`src/core/dpu_pkg.sv`:
```
// dual data pointer unit package: addresses, fields, reset values, timing
package dpu_pkg;
   localparam logic [7:0] DPU_ADDR_PTR_LO   = 8'h82;
   localparam logic [7:0] DPU_ADDR_PTR_HI   = 8'h83;
   localparam logic [7:0] DPU_ADDR_AUX      = 8'ha2;
   localparam logic [7:0] DPU_ADDR_GUARD    = 8'hc7;
   localparam logic [7:0] DPU_GUARD_FIRST   = 8'haa;
   localparam logic [7:0] DPU_GUARD_SECOND  = 8'h55;
   localparam int         DPU_SEL_BIT       = 0;
   localparam int         DPU_ZERO_BIT      = 1;
   localparam int         DPU_SWAP_BIT      = 2;
   localparam int         DPU_FLAG_BIT      = 3;
   localparam int         DPU_HARD_BIT      = 5;
   localparam int         DPU_PIN_BIT       = 6;
   localparam int         DPU_SW_BIT        = 7;
   localparam logic [7:0] DPU_AUX_RESET     = 8'h00;
   localparam logic [7:0] DPU_AUX_KEEP_HI   = 8'he0;
   localparam logic [7:0] DPU_AUX_WR_MASK   = 8'hed;
   localparam logic [7:0] DPU_BYTE_RESET    = 8'h00;
   localparam logic [15:0] DPU_PTR_RESET    = 16'h0000;
   // guard timing, in core clock cycles
   localparam int         DPU_ARM_CYCLES    = 3;
   localparam int         DPU_OPEN_CYCLES   = 4;
   localparam int         DPU_CNT_W         = 3;

   typedef enum logic [2:0] {
      DPU_RST_NONE,
      DPU_RST_POWER,
      DPU_RST_SOFT,
      DPU_RST_PIN,
      DPU_RST_OTHER
   } dpu_rst_kind_t;

   typedef struct packed {
      logic       wr;
      logic       rd;
      logic [7:0] addr;
      logic [7:0] wdata;
   } dpu_sfr_req_t;

   typedef struct packed {
      logic        inc;
      logic        load;
      logic [15:0] value;
   } dpu_ptr_op_t;
endpackage

```
`src/core/dpu_guard.sv`:
```
// timed-access guard: opens a short write window after two guard writes
`timescale 1ns/100ps
module dpu_guard
   import dpu_pkg::*;
(
   input  wire logic       i_mclk,
   input  wire logic       i_srst,
   input  wire logic       i_guard_wr,
   input  wire logic [7:0] i_guard_data,
   input  wire logic       i_prot_wr,
   output logic            o_open
);
   typedef enum logic [1:0] {DPU_G_IDLE, DPU_G_ARMED, DPU_G_OPEN} dpu_gstate_t;

   dpu_gstate_t          state_reg;
   logic [DPU_CNT_W-1:0] cnt_reg;

   assign o_open = (state_reg == DPU_G_OPEN);

   always_ff @(posedge i_mclk) begin
      if (i_srst) begin
         state_reg <= DPU_G_IDLE;
         cnt_reg   <= '0;
      end else begin
         case (state_reg)
            DPU_G_IDLE: begin
               if (i_guard_wr && i_guard_data == DPU_GUARD_FIRST) begin
                  state_reg <= DPU_G_ARMED;
                  cnt_reg   <= '0;
               end
            end
            DPU_G_ARMED: begin
               // second write must land within the arm span
               if (i_guard_wr && i_guard_data == DPU_GUARD_SECOND) begin
                  state_reg <= DPU_G_OPEN;
                  cnt_reg   <= '0;
               end else if (i_guard_wr && i_guard_data == DPU_GUARD_FIRST) begin
                  cnt_reg   <= '0;
               end else if (cnt_reg == DPU_CNT_W'(DPU_ARM_CYCLES - 1)) begin
                  state_reg <= DPU_G_IDLE;
               end else begin
                  cnt_reg   <= cnt_reg + 1'b1;
               end
            end
            DPU_G_OPEN: begin
               // one protected write per window, closes after open span
               if (i_prot_wr || cnt_reg == DPU_CNT_W'(DPU_OPEN_CYCLES - 1)) begin
                  state_reg <= DPU_G_IDLE;
               end else begin
                  cnt_reg   <= cnt_reg + 1'b1;
               end
            end
            default: state_reg <= DPU_G_IDLE;
         endcase
      end
   end
endmodule

```
`src/core/dpu_top.sv`:
```
// dual data pointer unit: two pointers, auxiliary register, timed-access guard
// How it works
// - two 16-bit pointers; aux bit 0 selects, 0 picks pointer zero
// - switching select leaves the inactive pointer unchanged
// - aux bit 1 reads zero, so incrementing aux toggles the select
// - active pointer low byte at 82H, high byte at 83H, reset zero
// - active pointer drives indirect auxiliary RAM and program memory address
// - aux bit 3 is a free software flag with no hardware effect
// - power-on clears aux; soft sets bit 7, pin sets bit 6, others keep 7:5
// - window opens only if 55H follows AAH within 3 cycles
// - protected writes outside an open window are discarded
// - only the first protected write in a window succeeds
// - window stays open up to 4 cycles, closing on the first protected write
// - protected register reads always succeed
`timescale 1ns/100ps
module dpu_top
   import dpu_pkg::*;
(
   input  wire logic          i_mclk,
   input  wire logic          i_srst,
   input  wire dpu_rst_kind_t i_rst_kind,
   input  wire dpu_sfr_req_t  i_sfr,
   input  wire logic          i_prot_wr,
   input  wire dpu_ptr_op_t   i_ptr_op,
   output logic [7:0]         o_rdata,
   output logic               o_hit,
   output logic [15:0]        o_addr,
   output logic               o_sel,
   output logic               o_user_flag,
   output logic               o_serial_pin_swap,
   output logic               o_window_open,
   output logic               o_prot_wr_ok
);
   ////////////////////////////////////////////////////////////////////////////
   logic [15:0] pointer_zero_reg;
   logic [15:0] pointer_one_reg;
   logic [7:0]  aux_reg;
   logic [7:0]  aux_next;
   logic        guard_open;
   logic        sel;
   logic [15:0] active;
   logic [15:0] active_next;

   function automatic logic [15:0] dpu_update(input logic [15:0] cur,
                                               input dpu_sfr_req_t req,
                                               input dpu_ptr_op_t op);
      logic [15:0] v;
      v = cur;
      if (op.load) begin
         v = op.value;
      end else if (op.inc) begin
         v = cur + 16'h0001;
      end
      if (req.wr && req.addr == DPU_ADDR_PTR_LO) begin
         v[7:0] = req.wdata;
      end
      if (req.wr && req.addr == DPU_ADDR_PTR_HI) begin
         v[15:8] = req.wdata;
      end
      return v;
   endfunction

   assign sel         = aux_reg[DPU_SEL_BIT];
   assign active      = sel ? pointer_one_reg : pointer_zero_reg;
   assign active_next = dpu_update(active, i_sfr, i_ptr_op);

   ////////////////////////////////////////////////////////////////////////////
   dpu_guard u_guard (
      .i_mclk       (i_mclk),
      .i_srst       (i_srst),
      .i_guard_wr   (i_sfr.wr && i_sfr.addr == DPU_ADDR_GUARD),
      .i_guard_data (i_sfr.wdata),
      .i_prot_wr    (i_prot_wr),
      .o_open       (guard_open)
   );

   // protected write permission, reads never gated
   always_ff @(posedge i_mclk) begin
      if (i_srst) begin
         o_window_open <= 1'b0;
         o_prot_wr_ok  <= 1'b0;
      end else begin
         o_window_open <= guard_open;
         o_prot_wr_ok  <= i_prot_wr && guard_open;
      end
   end

   ////////////////////////////////////////////////////////////////////////////
   // pointers: only the selected one changes
   always_ff @(posedge i_mclk) begin
      if (i_srst) begin
         pointer_zero_reg <= DPU_PTR_RESET;
         pointer_one_reg  <= DPU_PTR_RESET;
      end else if (sel) begin
         pointer_one_reg  <= active_next;
      end else begin
         pointer_zero_reg <= active_next;
      end
   end

   ////////////////////////////////////////////////////////////////////////////
   // auxiliary register, reset cause flags
   always_comb begin
      aux_next = aux_reg;
      if (i_sfr.wr && i_sfr.addr == DPU_ADDR_AUX) begin
         aux_next = (aux_reg & ~DPU_AUX_WR_MASK) | (i_sfr.wdata & DPU_AUX_WR_MASK);
      end
      aux_next[DPU_ZERO_BIT] = 1'b0;
      aux_next[4]            = 1'b0;
   end

   always_ff @(posedge i_mclk) begin
      if (i_srst) begin
         case (i_rst_kind)
            DPU_RST_SOFT: begin
               aux_reg <= (aux_reg & DPU_AUX_KEEP_HI) | (8'h1 << DPU_SW_BIT);
               aux_reg[DPU_HARD_BIT] <= 1'b0;
            end
            DPU_RST_PIN: begin
               aux_reg <= (aux_reg & DPU_AUX_KEEP_HI) | (8'h1 << DPU_PIN_BIT);
               aux_reg[DPU_HARD_BIT] <= 1'b0;
            end
            DPU_RST_OTHER: aux_reg <= aux_reg & DPU_AUX_KEEP_HI;
            default:       aux_reg <= DPU_AUX_RESET;
         endcase
      end else begin
         aux_reg <= aux_next;
      end
   end

   ////////////////////////////////////////////////////////////////////////////
   // registered outputs
   always_ff @(posedge i_mclk) begin
      if (i_srst) begin
         o_addr            <= DPU_PTR_RESET;
         o_sel             <= 1'b0;
         o_user_flag       <= 1'b0;
         o_serial_pin_swap <= 1'b0;
      end else begin
         o_addr            <= (aux_next[DPU_SEL_BIT] ? pointer_one_reg : pointer_zero_reg);
         if (aux_next[DPU_SEL_BIT] == sel) begin
            o_addr         <= active_next;
         end
         o_sel             <= aux_next[DPU_SEL_BIT];
         o_user_flag       <= aux_next[DPU_FLAG_BIT];
         o_serial_pin_swap <= aux_next[DPU_SWAP_BIT];
      end
   end

   // read port, answered one cycle after the request
   always_ff @(posedge i_mclk) begin
      if (i_srst) begin
         o_rdata <= DPU_BYTE_RESET;
         o_hit   <= 1'b0;
      end else begin
         o_rdata <= DPU_BYTE_RESET;
         o_hit   <= 1'b0;
         if (i_sfr.rd) begin
            case (i_sfr.addr)
               DPU_ADDR_PTR_LO: begin
                  o_rdata <= active[7:0];
                  o_hit   <= 1'b1;
               end
               DPU_ADDR_PTR_HI: begin
                  o_rdata <= active[15:8];
                  o_hit   <= 1'b1;
               end
               DPU_ADDR_AUX: begin
                  o_rdata <= aux_reg;
                  o_hit   <= 1'b1;
               end
               default: o_hit <= 1'b0;
            endcase
         end
      end
   end
endmodule

```
`config.mk`:
```
export PLATFORM = sky130hd
export DESIGN_NAME = dpu_top
export DESIGN_NICKNAME = d
export VERILOG_FILES = /design/src/core/dpu_pkg.sv /design/src/core/dpu_guard.sv /design/src/core/dpu_top.sv
export SDC_FILE = /design/constraint.sdc
export NUM_CORES = 1
export LEC_CHECK = 0
export BUFFER_PORTS_ARGS = -buffer_cell sky130_fd_sc_hd__buf_4
export CORE_MARGIN = 1.5
export CORE_UTILIZATION = 35
export CTS_CLUSTER_DIAMETER = 200
export DETAILED_ROUTE_END_ITERATION = 7
export GPL_ROUTABILITY_DRIVEN = 1
export PLACE_DENSITY_LB_ADDON = 0.05
export SLEW_MARGIN = 25
export SYNTH_ARGS = -nofsm -noshare
export SYNTH_HDL_FRONTEND = slang
export SYNTH_SLANG_ARGS = --single-unit
```
`constraint.sdc`:
```
create_clock -name i_mclk -period 5.85 [get_ports i_mclk]
set_clock_uncertainty 0.15 [all_clocks]
set_input_delay 0 -clock i_mclk [delete_from_list [all_inputs] [get_ports i_mclk]]
set_output_delay 0 -clock i_mclk [all_outputs]
set_load 0.05 [all_outputs]
```
Word level (Yosys, flattened, before mapping)

Cells that the tools add are included.
W data, S select, Z words.

Equal/unequal tests: 23
Add/subtract/negate cells: 2
Multiplexer cells: 24
Reductions and logical operators: 18
Bitwise gates (word level): 2

Operator list:

| cell                    | count |
|---|---|
| $mux W16                | 5 |
| $pmux W8 S3             | 2 |
| $eq A8 B8 Y1 const B    | 5 |
| $mux W8                 | 4 |
| $add A16 B1 Y16 const B | 1 |
| $mux W3                 | 5 |
| $eq A3 B2 Y1 const B    | 4 |
| $mux W2                 | 5 |
| $pmux W3 S3             | 1 |
| $eq A8 B7 Y1 const B    | 1 |
| $ne A2 B2 Y1 const B    | 4 |
| $or A5 B8 Y8            | 1 |
| $reduce_and A4 Y1       | 2 |
| $logic_and A1 B1 Y1     | 7 |
| $pmux W2 S3             | 1 |
| $reduce_and A3 Y1       | 2 |
| $ne A2 B1 Y1 const B    | 2 |
| $ne A4 B2 Y1 const B    | 1 |
| $add A3 B1 Y3 const B   | 1 |
| $eq A3 B3 Y1 const B    | 1 |
| $ne A3 B1 Y1 const B    | 1 |
| $ne A3 B3 Y1 const B    | 1 |
| $reduce_bool A3 Y1      | 1 |
| $reduce_or A3 Y1        | 1 |
| other kinds (10)        | 10 |

Flip-flop bits (word level): 75
Input bits: 42
Output and inout bits: 30

Longest topological paths before layout

Word-level depth: 6
Depth in mapped cells: 12
Gate-level depth less buffers: 9

By module

From an unflattened synthesis, not the netlist that was laid out.

Cells, all modules: 453
Area, all modules: 3,923.8 um^2

By module, submodules not included:

| module    | cells an instance | times used | sequential area each (um^2) | area an instance (um^2) |
|---|---|---|---|---|
| dpu_top   | 407               | 1          | 1,331.3                     | 3,478.3 |
| dpu_guard | 46                | 1          | 100.1                       | 445.4 |

Worst setup path after synthesis

No wires, ideal clock.

Kind: reg2reg
Start point: register aux_reg[0]
End point: register pointer_zero_reg[8]
Required time: 5,624 ps
Cell stages (with the launch flop): 12
Data arrival time: 2,762 ps
Library setup time: 76 ps
Slack: 2,862 ps
Buffers on the path: 3
Period minus slack after synthesis: 2,988 ps
Path through: dfxtp_1 -> buf_6 -> buf_4 -> buf_6 -> mux2_2 -> ha_1 -> nand2_1 -> a211oi_4 -> nand2_2 -> mux2_4 -> a211o_1 -> o22ai_1

Word-level cells in the longest chain between the ends: 5

RTL lines:

| what                     | line           | source |
|---|---|---|
| start: declaration       | dpu_top.sv:37  | `logic [7:0] aux_reg;` |
| start signal: assignment | dpu_top.sv:116 | `aux_reg <= (aux_reg & DPU_AUX_KEEP_HI) \| (8'h1 << DPU_SW_BIT);` |
| start signal: assignment | dpu_top.sv:120 | `aux_reg <= (aux_reg & DPU_AUX_KEEP_HI) \| (8'h1 << DPU_PIN_BIT);` |
| start signal: assignment | dpu_top.sv:123 | `DPU_RST_OTHER: aux_reg <= aux_reg & DPU_AUX_KEEP_HI;` |
| $mux W16                 | dpu_top.sv:64  | `assign active = sel ? pointer_one_reg : pointer_zero_reg;` |
| $add A16 B1 Y16          | dpu_top.sv:52  | `v = cur + 16'h0001;` |
| $mux W16                 | dpu_top.sv:51  | `end else if (op.inc) begin` |
| $mux W16                 | dpu_top.sv:49  | `if (op.load) begin` |
| $mux W8                  | dpu_top.sv:57  | `if (req.wr && req.addr == DPU_ADDR_PTR_HI) begin` |
| end signal: assignment   | dpu_top.sv:97  | `pointer_zero_reg <= active_next;` |
| end: declaration         | dpu_top.sv:35  | `logic [15:0] pointer_zero_reg;` |

Several ways; a longest one is shown, not always the timed one.
A chain may end at the register's enable or synchronous reset.

Worst setup path after layout

Start point: register aux_reg[0]
End point: register o_addr[9]

Word-level cells in the longest chain between the ends: 6
Elaborated cells on any way between the ends: 9

RTL lines:

| what                   | line           | source |
|---|---|---|
| $mux W16               | dpu_top.sv:64  |  |
| $add A16 B1 Y16        | dpu_top.sv:52  |  |
| $mux W16               | dpu_top.sv:51  |  |
| $mux W16               | dpu_top.sv:49  |  |
| $mux W8                | dpu_top.sv:57  |  |
| $mux W16 *             | dpu_top.sv:141 | `if (aux_next[DPU_SEL_BIT] == sel) begin` |
| end signal: assignment | dpu_top.sv:140 | `o_addr <= (aux_next[DPU_SEL_BIT] ? pointer_one_reg : pointer_zero_reg);` |
| end signal: assignment | dpu_top.sv:142 | `o_addr <= active_next;` |
| end: declaration       | dpu_top.sv:27  | `output logic [15:0] o_addr,` |

Mark *: on every way between the ends. The rest lies on a longest branch, timed or not. The select of a mux whose other input is x is not followed.

==> impl_metrics.json <==
{
  "dp_cells": 668,
  "drive_gt1_frac": 0.1940,
  "p_leak_nw": 2.015,
  "dr_wl_met2_mm": 6.250,
  "ys_ff_latch": 70,
  "m1WireLength_mm": 6.189,
  "hpwl_mm": 9.089,
  "htreeDepth": 3,
  "slew_headroom": 0.2956,
  "synth_cells": 479,
  "wl_mm": 13.42,
  "whs_ns": 0.02983,
  "min_period_ns": 3.287,
  "cts_hold_buf": 21,
  "core-area_um2": 11370,
  "synth_seq_area_share": 0.3519,
  "maxCapViolations": 0,
  "path_clk_slew_ns": 0.06,
  "drc_errors": 0,
  "timing.fmax_mhz": 304.2,
  "fp.dieH_um": 110.8,
  "crit_type": "reg -> reg",
  "numPortBuffers": 71,
  "dr.max_layer_used": "met4",
  "synth-edff-count": 3,
  "final_cell_mix": "73 x buf_4, 66 x dfxtp_1, 64 x nand2_1",
  "cts_resized": 0,
  "via_per_inst": 5.726,
  "r2r-end": "o_addr[9]",
  "rsz0062_at_grt": "false",
  "wire_per_inst_um": 19.04,
  "crit_end": "o_addr[9]",
  "gp_congestion": 0.8642,
  "dieWidth_um": 110.8,
  "fin_cells": 705,
  "crit_arrival_ns": 3.29,
  "peakVddDrop_uv": 118.7,
  "setup.worst_path.start": "aux_reg[0]",
  "antenna_cells": 0,
  "initial_core_util": 0.3578,
  "syn_area_per_cell_um2": 8.492,
  "gr-usage-all-layers": 0.2212,
  "area_delta_synth_final_pct": 27.35,
  "fin_crit_sh": 0.5619,
  "hold_path.class": "in -> reg",
  "clock_path_buffers": 2,
  "grt_pass1_wl_mm": 21.33,
  "fin_nets": 607,
  "layout_commonest_cell": "buf_4",
  "reg2regPathDepth": 7,
  "gr-total-overflow": 0,
  "num_rows": 39,
  "finalHoldViolCount": 0,
  "synthArstFlopShare": 0,
  "setup-tns-final_ns": 0,
  "worst_pin_slew_ns": 1.057,
  "setup-violations-final": 0,
  "cts_tree": "done",
  "ant_nets": 0,
  "post_cts_buffers": 0,
  "endpoint_kind": "register",
  "cts_sinks": 70,
  "ys_types": 71,
  "drt_pre_antenna_iters": 5,
  "grt_pass1_vias": 3932,
  "cts_root_buf": "clkbuf_16",
  "ys_warn_count": 0,
  "antenna_found_initial": 0,
  "numCtsBuffers": 9,
  "drtIter0Drc": 244,
  "ys.flop_type": "dfxtp_1",
  "synth_top_area_frac": 0.3297,
  "p_total_mw": 1.250,
  "num_vias": 4037,
  "cp.required_ns": 5.85,
  "synth_area_um2": 4068,
  "ys_top_cells_by_area": "dfxtp_1 33%, nand2_1 5.9%, mux2i_1 5.7%",
  "rrSetupSlack_ns": 2.56,
  "die_area_um2": 12280,
  "slew_violations": 0,
  "grt_max_degree": 62,
  "r2r_start": "aux_reg[0]",
  "met3_length_um": 662,
  "cp_max_fo": 55,
  "clock_latency_ns": 0.34,
  "syn-num-nets": 529,
  "power_density_nw_per_um2": 241.3,
  "status": "complete, no violations",
  "synth_top_area_cell": "dfxtp_1",
  "io_pins": 72,
  "critPathLaunchType": "register"
}
[layer usage]
layer,GRT usage,vias up
met4,0.1000,0
met2,0.3514,135
met5,0,-
li1,-,1956
met1,0.2972,1924
met3,0.03280,22
[report_power, final]
| part | internal (mW) | total [mW] | leakage, nW | switching (mW) |
|---|---|---|---|---|
| combinational | 0.0671 | 0.166 | 1.29 | 0.0990 |
| sequential | 0.496 | 0.507 | 0.575 | 0.0103 |
| clock | 0.368 | 0.577 | 0.149 | 0.209 |
[kinds of logic (layout without fill, tap and decap cells)]
logic type / count (synthesis) / count (layout) / synth area share
AO/OA/AOI/OAI: 145 / 145 / 0.2599
adder cells (fa/ha/maj): 8 / 8 / 0.02461
AND/OR/NAND/NOR: 170 / 170 / 0.2089
multiplexers: 30 / 30 / 0.08090
flip-flops: 70 / 70 / 0.3519
XOR/XNOR: 12 / 12 / 0.02584
buffers and inverters: 44 / 127 / 0.04798
[stage by stage]
step / cell area (um^2) / setup WS (ns) / utilization
global route: 5180 / 2.269 / 0.4556
CTS: 5180 / 2.593 / 0.4556
floorplan: 4068 / 2.862 / -
finish: 5180 / 2.563 / 0.4556
global placement: 4664 / 2.665 / 0.4103
detailed placement: 4664 / 2.622 / 0.4103
[worst max-delay path, cell delays in order, from the launching register on]
cell,delay (ns)
dfxtp_2,0.49
buf_4,0.60
mux2i_1,0.40
a2111oi_4,0.58
nand3_1,0.19
xor2_1,0.20
a2111oi_0,0.35
a2111oi_0,0.12
[cell usage after synthesis (3+ instances only)]
master and count:
dfxtp_1 67, nand2_1 64, nor2_1 33, a21oi_1 31
mux2i_1 23, o22ai_1 22, inv_1 16, clkbuf_1 15
o21ai_0 15, a211oi_1 11, nor3_1 11, nand3_1 10
xor2_1 9, and2_1 8, ha_1 8, nand4_1 8
nor2b_1 8, a2111oi_0 7, a221oi_1 7, a311oi_1 7
buf_2 6, o211ai_1 5, o21a_1 5, o221ai_1 5
o32ai_1 5, and3_1 4, nor4bb_1 4, a21o_1 3
a31oi_1 3, edfxtp_1 3, mux2_2 3, o211a_1 3
or2_2 3, xnor2_1 3
[area by class of cell]
type	count	area, um^2
tap	143	178.9
fill	1147	6190
inverter	17	63.81
clock buffer	10	229.0
timing repair buffer	94	758.2
sequential	70	1433
multi-input combinational	365	2441
clock inverter	6	76.32
[how the worst min path moves through the flow]
stage               from                   to  slack [ns]  depth (start not counted)
4_1_cts           i_srst  pointer_zero_reg[2]        0.01                          2
3_5_place_dp   i_prot_wr         o_prot_wr_ok        0.06                          2
3_3_place_gp   i_prot_wr         o_prot_wr_ok        0.06                          2
6_report          i_srst  pointer_zero_reg[2]        0.03                          2
5_1_grt         i_sfr[1]  pointer_zero_reg[1]        0.05                          3
2_1_floorplan  i_prot_wr         o_prot_wr_ok       -0.03                          1
Power figures use the tool's default switching activity.
